<file path="src/rtl/rid_pkg.sv">
// Purpose: Shared constants, types and ALU helpers for the instruction decoder core
// Assumes: 13-bit instruction words, 8-bit data path, 14-bit program counter
// Notes: Status layout and vectors are used by the core and by the bench
package rid_pkg;

	localparam int PC_W = 14;
	localparam int INSTR_W = 13;
	localparam int STACK_DEPTH = 8;
	localparam int PCTL_NUM = 16;

	localparam logic [13:0] VEC_RESET = 14'h0000;
	localparam logic [13:0] VEC_SWI = 14'h0001;
	localparam logic [13:0] VEC_IRQ = 14'h0008;

	// Low-byte codes of the control group (upper bits all zero)
	localparam logic [7:0] CT_NOP = 8'h00;
	localparam logic [7:0] CT_DAA = 8'h01;
	localparam logic [7:0] CT_WRITE_CONTROL_REG = 8'h02;
	localparam logic [7:0] CT_ENTER_LOW_POWER = 8'h03;
	localparam logic [7:0] CT_CLEAR_WATCHDOG = 8'h04;
	localparam logic [7:0] CT_ENI = 8'h10;
	localparam logic [7:0] CT_GLOBAL_IRQ_OFF = 8'h11;
	localparam logic [7:0] CT_RET = 8'h12;
	localparam logic [7:0] CT_RETURN_FROM_IRQ = 8'h13;
	localparam logic [7:0] CT_READ_CONTROL_REG = 8'h14;
	localparam logic [7:0] CT_TBL = 8'h20;
	localparam logic [7:0] CT_CLEAR_ACC = 8'h80;
	localparam logic [3:0] CT_IOW_HI = 4'h0;
	localparam logic [3:0] CT_IOR_HI = 4'h1;

	// Register-operand groups, instruction bits 10..8
	localparam logic [2:0] GRP_CTL = 3'h0;
	localparam logic [2:0] GRP_SUB = 3'h1;
	localparam logic [2:0] GRP_ORAND = 3'h2;
	localparam logic [2:0] GRP_XORADD = 3'h3;
	localparam logic [2:0] GRP_MOVCOM = 3'h4;
	localparam logic [2:0] GRP_INCDJZ = 3'h5;
	localparam logic [2:0] GRP_ROT = 3'h6;
	localparam logic [2:0] GRP_SWAPJZ = 3'h7;

	// Literal groups, instruction bits 11..8 with bit 12 set
	localparam logic [3:0] LIT_MOV = 4'h8;
	localparam logic [3:0] LIT_OR = 4'h9;
	localparam logic [3:0] LIT_AND = 4'hA;
	localparam logic [3:0] LIT_XOR = 4'hB;
	localparam logic [3:0] LIT_RETURN_WITH_LITERAL = 4'hC;
	localparam logic [3:0] LIT_SUB = 4'hD;
	localparam logic [3:0] LIT_MISC = 4'hE;
	localparam logic [3:0] LIT_ADD = 4'hF;
	localparam logic [7:0] MISC_SWI = 8'h01;
	localparam logic [3:0] MISC_PAGE_HI = 4'h8;

	// Special register designators
	localparam logic [5:0] REG_PCL = 6'h02;
	localparam logic [5:0] REG_STATUS = 6'h03;
	localparam logic [5:0] REG_BANK = 6'h04;
	localparam logic [5:0] REG_PAGE = 6'h05;

	// Status register bit positions
	localparam int ST_C = 0;
	localparam int ST_DC = 1;
	localparam int ST_Z = 2;
	localparam int ST_P = 3;
	localparam int ST_T = 4;

	localparam logic [7:0] STATUS_RST = 8'h18;
	localparam logic [7:0] BANK_RST = 8'h00;
	localparam logic [3:0] PAGE_RST = 4'h0;
	localparam logic [7:0] CONTROL_REGISTER_RST = 8'hFF;
	localparam logic [7:0] PCTL_RST = 8'hFF;
	localparam logic [7:0] DATA_RST = 8'h00;
	localparam logic [7:0] OPT_RST = 8'h00;

	// Code option word bit positions
	localparam int OPT_POVD_N = 0;
	localparam int OPT_MEM_LO = 1;
	localparam int OPT_MEM_HI = 2;
	localparam int OPT_ADC = 3;
	localparam int OPT_DAC = 4;
	localparam int OPT_TONE = 5;

	typedef enum logic {RID_RUN, RID_SLEEP} rid_state_t;

	typedef struct packed {
		logic povd_on;
		logic [1:0] memsize_sel;
		logic adc_block_on;
		logic dac_block_on;
		logic tone_block_on;
	} rid_opt_t;

	typedef struct packed {
		logic [7:0] res;
		logic c;
		logic dc;
	} rid_alu_t;

	// x + y with carry and nibble carry
	function automatic rid_alu_t rid_add(input logic [7:0] x, input logic [7:0] y);
		logic [8:0] s;
		logic [4:0] h;
		s = {1'b0, x} + {1'b0, y};
		h = {1'b0, x[3:0]} + {1'b0, y[3:0]};
		rid_add.res = s[7:0];
		rid_add.c = s[8];
		rid_add.dc = h[4];
	endfunction : rid_add

	// x - y; carry set means no borrow
	function automatic rid_alu_t rid_sub(input logic [7:0] x, input logic [7:0] y);
		logic [8:0] s;
		logic [4:0] h;
		s = {1'b0, x} - {1'b0, y};
		h = {1'b0, x[3:0]} - {1'b0, y[3:0]};
		rid_sub.res = s[7:0];
		rid_sub.c = ~s[8];
		rid_sub.dc = ~h[4];
	endfunction : rid_sub

endpackage : rid_pkg

</file>
<file path="src/rtl/rid_stack.sv">
// Purpose: Circular return-address stack
// Assumes: Push and pop never asserted together
// Notes: Overflow wraps and overwrites the oldest entry
module rid_stack #(
	parameter int DEPTH = 8,
	parameter int WIDTH = 14
) (
	input wire logic clk_i,
	input wire logic nrst_i,
	input wire logic push_i,
	input wire logic pop_i,
	input wire logic [WIDTH-1:0] push_data_i,
	output logic [WIDTH-1:0] top_o
);
	import rid_pkg::*;

	localparam int PW = $clog2(DEPTH);

	if (DEPTH < 2 || (DEPTH & (DEPTH - 1)) != 0) begin : g_chk
		$error("rid_stack DEPTH must be a power of two, at least 2");
	end

	logic [DEPTH-1:0][WIDTH-1:0] mem_reg;
	logic [DEPTH-1:0][WIDTH-1:0] mem_next;
	logic [PW-1:0] ptr_reg;
	logic [PW-1:0] ptr_next;
	logic [PW-1:0] top_idx;

	assign top_idx = ptr_reg - PW'(1);
	assign top_o = mem_reg[top_idx];

	always_comb begin
		mem_next = mem_reg;
		ptr_next = ptr_reg;
		if (push_i) begin
			mem_next[ptr_reg] = push_data_i;
			ptr_next = ptr_reg + PW'(1);
		end else if (pop_i) begin
			ptr_next = top_idx;
		end
	end

	always_ff @(posedge clk_i) begin
		if (!nrst_i) begin
			mem_reg <= '0;
			ptr_reg <= '0;
		end else begin
			mem_reg <= mem_next;
			ptr_reg <= ptr_next;
		end
	end

endmodule : rid_stack

</file>
<file path="src/rtl/rid_core.sv">
// Purpose: Single-cycle fetch, decode and execute core for the 13-bit instruction set
// Assumes: Program memory returns instr_i combinationally for pmem_addr_o
// Notes: One instruction per clock; skipped words advance only the PC, sleep holds all state
module rid_core #(
	parameter int STACK_DEPTH = rid_pkg::STACK_DEPTH
) (
	input wire logic clk_i,
	input wire logic nrst_i,
	input wire logic [rid_pkg::INSTR_W-1:0] instr_i,
	input wire logic irq_i,
	input wire logic wake_i,
	input wire logic [7:0] option_word_i,
	output logic [rid_pkg::PC_W-1:0] pmem_addr_o,
	output logic [7:0] acc_o,
	output logic [7:0] status_o,
	output logic [7:0] control_reg_o,
	output logic [rid_pkg::PCTL_NUM-1:0][7:0] port_ctrl_o,
	output logic global_irq_en_o,
	output logic wdt_clear_o,
	output logic irq_ack_o,
	output logic low_power_o,
	output rid_pkg::rid_opt_t option_o
);
	import rid_pkg::*;

	if (STACK_DEPTH < 2) begin : g_chk
		$error("rid_core STACK_DEPTH must be at least 2");
	end

	rid_state_t state_reg, state_next;
	logic [PC_W-1:0] pc_reg, pc_next;
	logic [7:0] acc_reg, acc_next;
	logic [7:0] status_reg, status_next;
	logic [7:0] bank_reg, bank_next;
	logic [3:0] page_reg, page_next;
	logic [7:0] control_register_reg, control_register_next;
	logic [PCTL_NUM-1:0][7:0] pctl_reg, pctl_next;
	logic [255:0][7:0] file_reg, file_next;
	logic gie_reg, gie_next;
	logic skip_reg, skip_next;
	logic wdt_clr_reg, wdt_clr_next;
	logic irq_ack_reg, irq_ack_next;
	logic low_power_reg, low_power_next;
	rid_opt_t opt_reg, opt_next;
	logic opt_loaded_reg, opt_loaded_next;

	logic [PC_W-1:0] pc_inc;
	logic [PC_W-1:0] stack_top;
	logic push;
	logic pop;
	logic [PC_W-1:0] push_data;

	logic [12:0] ir;
	logic [5:0] r;
	logic [1:0] sel;
	logic [7:0] lit;
	logic [7:0] idx;
	logic [7:0] rv;
	logic [7:0] res;
	logic res_en;
	logic a_en;
	logic [7:0] a_val;
	logic wr_en;
	logic [7:0] wr_val;
	logic upd_z, upd_c, upd_dc;
	logic nc, ndc;
	logic [7:0] zval;
	rid_alu_t alu;
	logic [8:0] daa;
	logic [7:0] bmask;

	assign pc_inc = pc_reg + 14'h0001;

	rid_stack #(
		.DEPTH(STACK_DEPTH),
		.WIDTH(PC_W)
	) u_stack (
		.clk_i(clk_i),
		.nrst_i(nrst_i),
		.push_i(push),
		.pop_i(pop),
		.push_data_i(push_data),
		.top_o(stack_top)
	);

	always_comb begin
		ir = instr_i;
		r = ir[5:0];
		sel = ir[7:6];
		lit = ir[7:0];
		idx = {bank_reg[7:6], r};
		case (r)
			REG_PCL: rv = pc_reg[7:0];
			REG_STATUS: rv = status_reg;
			REG_BANK: rv = bank_reg;
			REG_PAGE: rv = {4'h0, page_reg};
			default: rv = file_reg[idx];
		endcase
		bmask = 8'h01 << ir[8:6];
		state_next = state_reg;
		pc_next = pc_inc;
		acc_next = acc_reg;
		status_next = status_reg;
		bank_next = bank_reg;
		page_next = page_reg;
		control_register_next = control_register_reg;
		pctl_next = pctl_reg;
		file_next = file_reg;
		gie_next = gie_reg;
		skip_next = 1'b0;
		wdt_clr_next = 1'b0;
		irq_ack_next = 1'b0;
		push = 1'b0;
		pop = 1'b0;
		push_data = pc_inc;
		res = 8'h00;
		res_en = 1'b0;
		a_en = 1'b0;
		a_val = 8'h00;
		wr_en = 1'b0;
		wr_val = 8'h00;
		upd_z = 1'b0;
		upd_c = 1'b0;
		upd_dc = 1'b0;
		nc = 1'b0;
		ndc = 1'b0;
		zval = 8'h00;
		alu = '0;
		daa = 9'h000;
		// Option word is caught once after reset release, never through the data path
		opt_next = opt_reg;
		opt_loaded_next = 1'b1;
		if (!opt_loaded_reg) begin
			opt_next.povd_on = ~option_word_i[OPT_POVD_N];
			opt_next.memsize_sel = {option_word_i[OPT_MEM_HI], option_word_i[OPT_MEM_LO]};
			opt_next.adc_block_on = option_word_i[OPT_ADC];
			opt_next.dac_block_on = option_word_i[OPT_DAC];
			opt_next.tone_block_on = option_word_i[OPT_TONE];
		end
		case (state_reg)
			RID_SLEEP: begin
				pc_next = pc_reg;
				if (wake_i) begin
					state_next = RID_RUN;
				end
			end
			RID_RUN: begin
				if (skip_reg) begin
					pc_next = pc_inc;
				end else if (gie_reg && irq_i) begin
					push = 1'b1;
					push_data = pc_reg;
					pc_next = VEC_IRQ;
					gie_next = 1'b0;
					irq_ack_next = 1'b1;
				end else if (!ir[12] && ir[11]) begin
					case (ir[10:9])
						2'b00: begin
							wr_en = 1'b1;
							wr_val = rv & ~bmask;
						end
						2'b01: begin
							wr_en = 1'b1;
							wr_val = rv | bmask;
						end
						2'b10: skip_next = ((rv & bmask) == 8'h00);
						default: skip_next = ((rv & bmask) != 8'h00);
					endcase
				end else if (!ir[12]) begin
					case (ir[10:8])
						GRP_CTL: begin
							case (lit)
								CT_NOP: ;
								CT_DAA: begin
									daa = {1'b0, acc_reg};
									if (daa[3:0] > 4'h9 || status_reg[ST_DC]) begin
										daa = daa + 9'h006;
									end
									if (daa[7:4] > 4'h9 || status_reg[ST_C] || daa[8]) begin
										daa = daa + 9'h060;
									end
									a_en = 1'b1;
									a_val = daa[7:0];
									upd_c = 1'b1;
									nc = status_reg[ST_C] | daa[8];
								end
								CT_WRITE_CONTROL_REG: control_register_next = acc_reg;
								CT_READ_CONTROL_REG: begin
									a_en = 1'b1;
									a_val = control_register_reg;
								end
								CT_ENTER_LOW_POWER: begin
									wdt_clr_next = 1'b1;
									status_next[ST_T] = 1'b1;
									status_next[ST_P] = 1'b0;
									state_next = RID_SLEEP;
								end
								CT_CLEAR_WATCHDOG: begin
									wdt_clr_next = 1'b1;
									status_next[ST_T] = 1'b1;
									status_next[ST_P] = 1'b1;
								end
								CT_ENI: gie_next = 1'b1;
								CT_GLOBAL_IRQ_OFF: gie_next = 1'b0;
								CT_RET: begin
									pop = 1'b1;
									pc_next = stack_top;
								end
								CT_RETURN_FROM_IRQ: begin
									pop = 1'b1;
									pc_next = stack_top;
									gie_next = 1'b1;
								end
								CT_TBL: begin
									alu = rid_add(pc_reg[7:0], acc_reg);
									pc_next = {pc_reg[13:8], alu.res};
									zval = alu.res;
									nc = alu.c;
									ndc = alu.dc;
									upd_z = 1'b1;
									upd_c = 1'b1;
									upd_dc = 1'b1;
								end
								CT_CLEAR_ACC: begin
									a_en = 1'b1;
									upd_z = 1'b1;
								end
								default: begin
									if (lit[7:4] == CT_IOW_HI) begin
										pctl_next[lit[3:0]] = acc_reg;
									end else if (lit[7:4] == CT_IOR_HI) begin
										a_en = 1'b1;
										a_val = pctl_reg[lit[3:0]];
									end else if (sel == 2'b01) begin
										wr_en = 1'b1;
										wr_val = acc_reg;
									end else if (sel == 2'b11) begin
										wr_en = 1'b1;
										upd_z = 1'b1;
									end
								end
							endcase
						end
						GRP_SUB: begin
							res_en = 1'b1;
							upd_z = 1'b1;
							if (!sel[1]) begin
								alu = rid_sub(rv, acc_reg);
								res = alu.res;
								nc = alu.c;
								ndc = alu.dc;
								upd_c = 1'b1;
								upd_dc = 1'b1;
							end else begin
								res = rv - 8'h01;
							end
						end
						GRP_ORAND: begin
							res_en = 1'b1;
							upd_z = 1'b1;
							res = sel[1] ? (acc_reg & rv) : (acc_reg | rv);
						end
						GRP_XORADD: begin
							res_en = 1'b1;
							upd_z = 1'b1;
							alu = rid_add(acc_reg, rv);
							res = sel[1] ? alu.res : (acc_reg ^ rv);
							nc = alu.c;
							ndc = alu.dc;
							upd_c = sel[1];
							upd_dc = sel[1];
						end
						GRP_MOVCOM: begin
							res_en = 1'b1;
							upd_z = 1'b1;
							res = sel[1] ? ~rv : rv;
						end
						GRP_INCDJZ: begin
							res_en = 1'b1;
							res = sel[1] ? (rv - 8'h01) : (rv + 8'h01);
							upd_z = ~sel[1];
							skip_next = sel[1] && (res == 8'h00);
						end
						GRP_ROT: begin
							res_en = 1'b1;
							upd_c = 1'b1;
							res = sel[1] ? {rv[6:0], status_reg[ST_C]} : {status_reg[ST_C], rv[7:1]};
							nc = sel[1] ? rv[7] : rv[0];
						end
						default: begin
							res_en = 1'b1;
							res = sel[1] ? (rv + 8'h01) : {rv[3:0], rv[7:4]};
							skip_next = sel[1] && (res == 8'h00);
						end
					endcase
				end else if (ir[11:10] == 2'b00) begin
					push = 1'b1;
					pc_next = {page_reg, ir[9:0]};
				end else if (ir[11:10] == 2'b01) begin
					pc_next = {page_reg, ir[9:0]};
				end else begin
					case (ir[11:8])
						LIT_MOV: begin
							a_en = 1'b1;
							a_val = lit;
						end
						LIT_OR: begin
							a_en = 1'b1;
							a_val = acc_reg | lit;
							upd_z = 1'b1;
						end
						LIT_AND: begin
							a_en = 1'b1;
							a_val = acc_reg & lit;
							upd_z = 1'b1;
						end
						LIT_XOR: begin
							a_en = 1'b1;
							a_val = acc_reg ^ lit;
							upd_z = 1'b1;
						end
						LIT_RETURN_WITH_LITERAL: begin
							a_en = 1'b1;
							a_val = lit;
							pop = 1'b1;
							pc_next = stack_top;
						end
						LIT_SUB, LIT_ADD: begin
							alu = (ir[11:8] == LIT_SUB) ? rid_sub(lit, acc_reg) : rid_add(lit, acc_reg);
							a_en = 1'b1;
							a_val = alu.res;
							nc = alu.c;
							ndc = alu.dc;
							upd_z = 1'b1;
							upd_c = 1'b1;
							upd_dc = 1'b1;
						end
						default: begin
							if (lit == MISC_SWI) begin
								push = 1'b1;
								pc_next = VEC_SWI;
							end else if (lit[7:4] == MISC_PAGE_HI) begin
								page_next = lit[3:0];
							end
						end
					endcase
				end
			end
			default: state_next = RID_RUN;
		endcase
		// Register-group results go to the register when selector bit 0 is set
		if (res_en) begin
			zval = res;
			if (sel[0]) begin
				wr_en = 1'b1;
				wr_val = res;
			end else begin
				a_en = 1'b1;
				a_val = res;
			end
		end else if (a_en) begin
			zval = a_val;
		end else if (wr_en) begin
			zval = wr_val;
		end
		if (a_en) begin
			acc_next = a_val;
		end
		if (wr_en) begin
			case (r)
				REG_PCL: pc_next = {pc_reg[13:8], wr_val};
				REG_STATUS: status_next = wr_val;
				REG_BANK: bank_next = wr_val;
				REG_PAGE: page_next = wr_val[3:0];
				default: file_next[idx] = wr_val;
			endcase
		end
		// Flag updates follow any explicit write of the status register
		if (upd_z) begin
			status_next[ST_Z] = (zval == 8'h00);
		end
		if (upd_c) begin
			status_next[ST_C] = nc;
		end
		if (upd_dc) begin
			status_next[ST_DC] = ndc;
		end
		low_power_next = (state_next == RID_SLEEP);
	end

	always_ff @(posedge clk_i) begin
		if (!nrst_i) begin
			state_reg <= RID_RUN;
			pc_reg <= VEC_RESET;
			acc_reg <= DATA_RST;
			status_reg <= STATUS_RST;
			bank_reg <= BANK_RST;
			page_reg <= PAGE_RST;
			control_register_reg <= CONTROL_REGISTER_RST;
			pctl_reg <= {PCTL_NUM{PCTL_RST}};
			file_reg <= '0;
			gie_reg <= 1'b0;
			skip_reg <= 1'b0;
			wdt_clr_reg <= 1'b0;
			irq_ack_reg <= 1'b0;
			low_power_reg <= 1'b0;
			opt_reg <= rid_opt_t'(OPT_RST[5:0]);
			opt_loaded_reg <= 1'b0;
		end else begin
			state_reg <= state_next;
			pc_reg <= pc_next;
			acc_reg <= acc_next;
			status_reg <= status_next;
			bank_reg <= bank_next;
			page_reg <= page_next;
			control_register_reg <= control_register_next;
			pctl_reg <= pctl_next;
			file_reg <= file_next;
			gie_reg <= gie_next;
			skip_reg <= skip_next;
			wdt_clr_reg <= wdt_clr_next;
			irq_ack_reg <= irq_ack_next;
			low_power_reg <= low_power_next;
			opt_reg <= opt_next;
			opt_loaded_reg <= opt_loaded_next;
		end
	end

	assign pmem_addr_o = pc_reg;
	assign acc_o = acc_reg;
	assign status_o = status_reg;
	assign control_reg_o = control_register_reg;
	assign port_ctrl_o = pctl_reg;
	assign global_irq_en_o = gie_reg;
	assign wdt_clear_o = wdt_clr_reg;
	assign irq_ack_o = irq_ack_reg;
	assign low_power_o = low_power_reg;
	assign option_o = opt_reg;

endmodule : rid_core

</file>
<file path="config.mk">
export PLATFORM = sky130hd
export DESIGN_NAME = rid_core
export DESIGN_NICKNAME = d
export VERILOG_FILES = /design/src/rtl/rid_pkg.sv /design/src/rtl/rid_stack.sv /design/src/rtl/rid_core.sv
export SDC_FILE = /design/constraint.sdc
export NUM_CORES = 2
export LEC_CHECK = 0
export BUFFER_PORTS_ARGS = -buffer_cell sky130_fd_sc_hd__buf_2
export CORE_MARGIN = 3
export CORE_UTILIZATION = 60
export CTS_CLUSTER_SIZE = 8
export DETAILED_ROUTE_END_ITERATION = 12
export HOLD_SLACK_MARGIN = 0.03
export PLACE_DENSITY = 0.77
export SYNTH_ARGS = -nofsm -noshare
export SYNTH_HDL_FRONTEND = slang
export SYNTH_SLANG_ARGS = --single-unit
</file>
<file path="constraint.sdc">
create_clock -name clk_i -period 7.75 [get_ports clk_i]
set_clock_uncertainty 0.05 [all_clocks]
set_input_delay 1.1625 -clock clk_i [delete_from_list [all_inputs] [get_ports clk_i]]
set_output_delay 1.1625 -clock clk_i [all_outputs]
set_load 0.005 [all_outputs]
</file>
==> summary.md <==
| Metric | Value |
|---|---|
| Outcome | `completed` |
| DR vias | `95300` |
| CTS tree | `done` |
| Sw Pwr | `0.00660 W` |
| Vias per Instance | `about 7` |
| Routed wire length per instance | `29.3 um` |
| Commonest non-fill, non-tap cell in the layout | `dfxtp_1` |
| Crit path arrival time | `8390 ps` |
| Core area | `between 150000 and 200000 um2` |
| #FFs+latches synth | `2353` |
| Max clock buf depth | `4` |
| Clock Tree Root | `clkbuf_16` |
| Commonest cells after routing, fill and taps aside | `dfxtp_1, nor2_1, o21ai_0, a211oi_1, a21oi_1` |
| Slowest-stage cell, CP | `nor3_1` |
| Initial antenna violation count | `22` |
| Buf/Inv on CP | `6` |
| Layout cells sized above 1 | `14.5%` |
| CTS sink cnt | `2353` |
| Worst-case vdd ir drop | `0.253 mV` |
| FMAX | `between 100 and 150 MHz` |
| Hold_buf cts | `0` |
| IO Port Bufs | `198` |
| Sequential share of the synthesized area | `45.2%` |
| Tcrit/Tclk final | `98.0%` |
| Relative max-transition margin | `between 6 and 7%` |
| Maxcap violations | `0` |
| Site Rows | `152` |
| Final nets | `11300` |
| Count of pins over their slew limit | `0` |
| Final GP Congestion | `1.01` |
| Post-synth EDFFs | `0` |
| Yosys cell types | `96` |
| Area added between synthesis and finish | `13.4%` |
| GRT overflow | `0` |
| Setup TNS | `0 ps` |
| Syn Nets | `11300` |
| Critical Path RT | `8550 ps` |
| Final WL | `approximately 400 mm` |
| Fraction of power spent switching nets | `24.2%` |
| Vias in the first global route | `between 80000 and 90000` |
| Clk slew on worst S/H paths | `50 ps` |
| Global-route wire length before repair | `585 mm` |
| Worst-Margin Slew | `1400 ps` |
| Initial Util | `60.5%` |
| Top post-synthesis cells by area | `dfxtp_1, mux4_2, mux2i_1, a211oi_1, nor2_1` |
| Crit-path max FO | `112` |
| Mapped Cells | `11200` |
| Post-synth top area cell | `dfxtp_1` |
| Final hold vios | `0` |
| Yosys top cell area share | `45.2%` |
| Sequential power share | `44.7%` |
| Top_reg_cell synth | `dfxtp_1` |
| Startpoint Class | `input port` |
| Final min period | `7600 ps` |
| DRT Pass-1 Iters | `7` |
| Pint | `just over 0.02 W` |
| Asr flop ratio synth | `0%` |
| Die area | `179000 um2` |
| Crit Path Class | `input port to flip-flop` |
| Max reg flops | `2048` |
| Pwr Total | `0.0273 W` |
| Gr usage total | `42.9%` |
| Die X | `between 400 and 500 um` |
| Largest net degree at the start of global routing | `305` |
| Internal reg-to-reg setup slack | `450 ps` |
| DRC viols | `0` |
| Cell area after synthesis | `roughly 100000 um2` |
| Count of final setup violators | `0` |
| HP Class | `flip-flop to flip-flop` |
| RSZ-0062 raised after global routing | `false` |
| Clk pwr share | `~48%` |
| Warnings from Yosys | `0` |
| Leakage | `between 40 and 50 nW` |
| Combinational power share | `7.6%` |
| Synthesized area per cell | `between 9 and 10 um2` |
| Clock Latency Late Sink | `970 ps` |
| CTS buffer count | `roughly 350` |
| DR iter-0 viols | `roughly 14000` |
| Critical path's top delay family | `simple AND/OR/NAND/NOR gates` |
| H-tree depth | `5` |
| Pwr Density | `between 200 and 250 nW/um2` |
| Final Util | `68.6%` |
| Final antenna-violating net count | `0` |
| IO Pins | `~200` |
| Setup crit end kind | `flip-flop` |
| Dpl hpwl | `262 mm` |
| Die Ht | `423 um` |
| Max incr delay on CP | `700 ps` |
cells in the mapped netlist, types with 39 or more instances:
cell / count
o211ai_1: 116
a21oi_1: 831
xnor2_1: 43
buf_4: 71
buf_6: 40
nor2_1: 1658
ha_1: 78
a31oi_1: 365
a211oi_1: 864
o21ai_0: 1124
buf_1: 39
inv_1: 47
mux2i_1: 701
mux4_2: 364
nand2b_1: 54
nand2_1: 411
and2_1: 152
buf_2: 204
clkbuf_1: 709
dfxtp_1: 2353
a22oi_1: 251
nand3_1: 162
nor3_1: 64
nand4_1: 47
per-stage QoR:
| step | hold WS [ps] | instance area, um2 | worst slack [ps] | cells |
|---|---|---|---|---|
| 2_1_floorplan | 371 | 104000 | 1200 | 11200 |
| 3_3_place_gp | 383 | 109000 | -271 | 13200 |
| 3_5_place_dp | 390 | 109000 | -380 | 13200 |
| 4_1_cts | 336 | 118000 | 538 | 13600 |
| 5_1_grt | 379 | 118000 | 187 | 13600 |
| 6_report | 406 | 118000 | 153 | 13600 |
layer usage:
| metal | global-route usage (%) | wire length (um) | vias up | share of wire [%] |
|---|---|---|---|---|
| met1 | 55.1 | 145000 | 45700 | 36 |
| met5 | 0 | 100 | - | 0.025 |
| met4 | 29.6 | 32500 | 14 | 8.2 |
| met3 | 13.1 | 53600 | 1614 | 13 |
| li1 | - | - | 41000 | - |
| met2 | 61.9 | 167000 | 6929 | 42 |
logic make-up (layout without fill, tap and decap cells):
| family | count (synthesis) | in the layout | share of synthesized area [%] |
|---|---|---|---|
| adder cells (fa/ha/maj) | 83 | 83 | 1.03 |
| buffers and inverters | 1125 | 1197 | 4.89 |
| AND/OR/NAND/NOR | 2667 | 2667 | 10.9 |
| flip-flops | 2353 | 2353 | 45.2 |
| other | 0 | 11 | 0 |
| multiplexers | 1085 | 1085 | 14.8 |
| XOR/XNOR | 66 | 66 | 0.555 |
| AO/OA/AOI/OAI | 3798 | 3798 | 22.5 |
path summary, 6_finish.rpt:
| kind | start | endpoint | cells after the start |
|---|---|---|---|
| setup / recovery | instr_i[5] | file_reg[1222]$_SDFFE_PN0P_ | 28 |
| hold / removal | file_reg[1044]$_SDFFE_PN0P_ | file_reg[1044]$_SDFFE_PN0P_ | 1 |
| setup reg to reg | bank_reg[7]$_SDFFE_PN0P_ | file_reg[1222]$_SDFFE_PN0P_ | 26 |
| hold reg to reg | file_reg[1044]$_SDFFE_PN0P_ | file_reg[1044]$_SDFFE_PN0P_ | 1 |
layout make-up:
cell class | count | area, um2
Fill cell | 13000 | 54000
Multi-Input combinational cell | 7699 | 52200
Sequential cell | 2353 | 47100
Clock buffer | 352 | 8770
Timing Repair Buffer | 778 | 6760
Tap cell | 2310 | 2890
Inverter | 58 | 228
Clock inverter | 9 | 104
Antenna cell | 11 | 27.5
power by group through the flow:
stage	clock network (W)	registers, W	logic, W
after floorplan	0	0.0124	0.00119
after global placement	0	0.0124	0.00196
after detailed placement	0	0.0124	0.00198
after CTS	0.0130	0.0122	0.00199
after global routing	0.0136	0.0122	0.00213
final	0.0130	0.0122	0.00208
timing repair:
| item | 4_1_cts | 5_1_grt |
|---|---|---|
| setup endpoints to repair | 0 | 11 |
| setup buffers | 0 | 0 |
| endpoints found under the hold margin | 0 | 0 |
| resized for setup | 0 | 1 |
No activity file was read; power rests on OpenSTA's default activity.
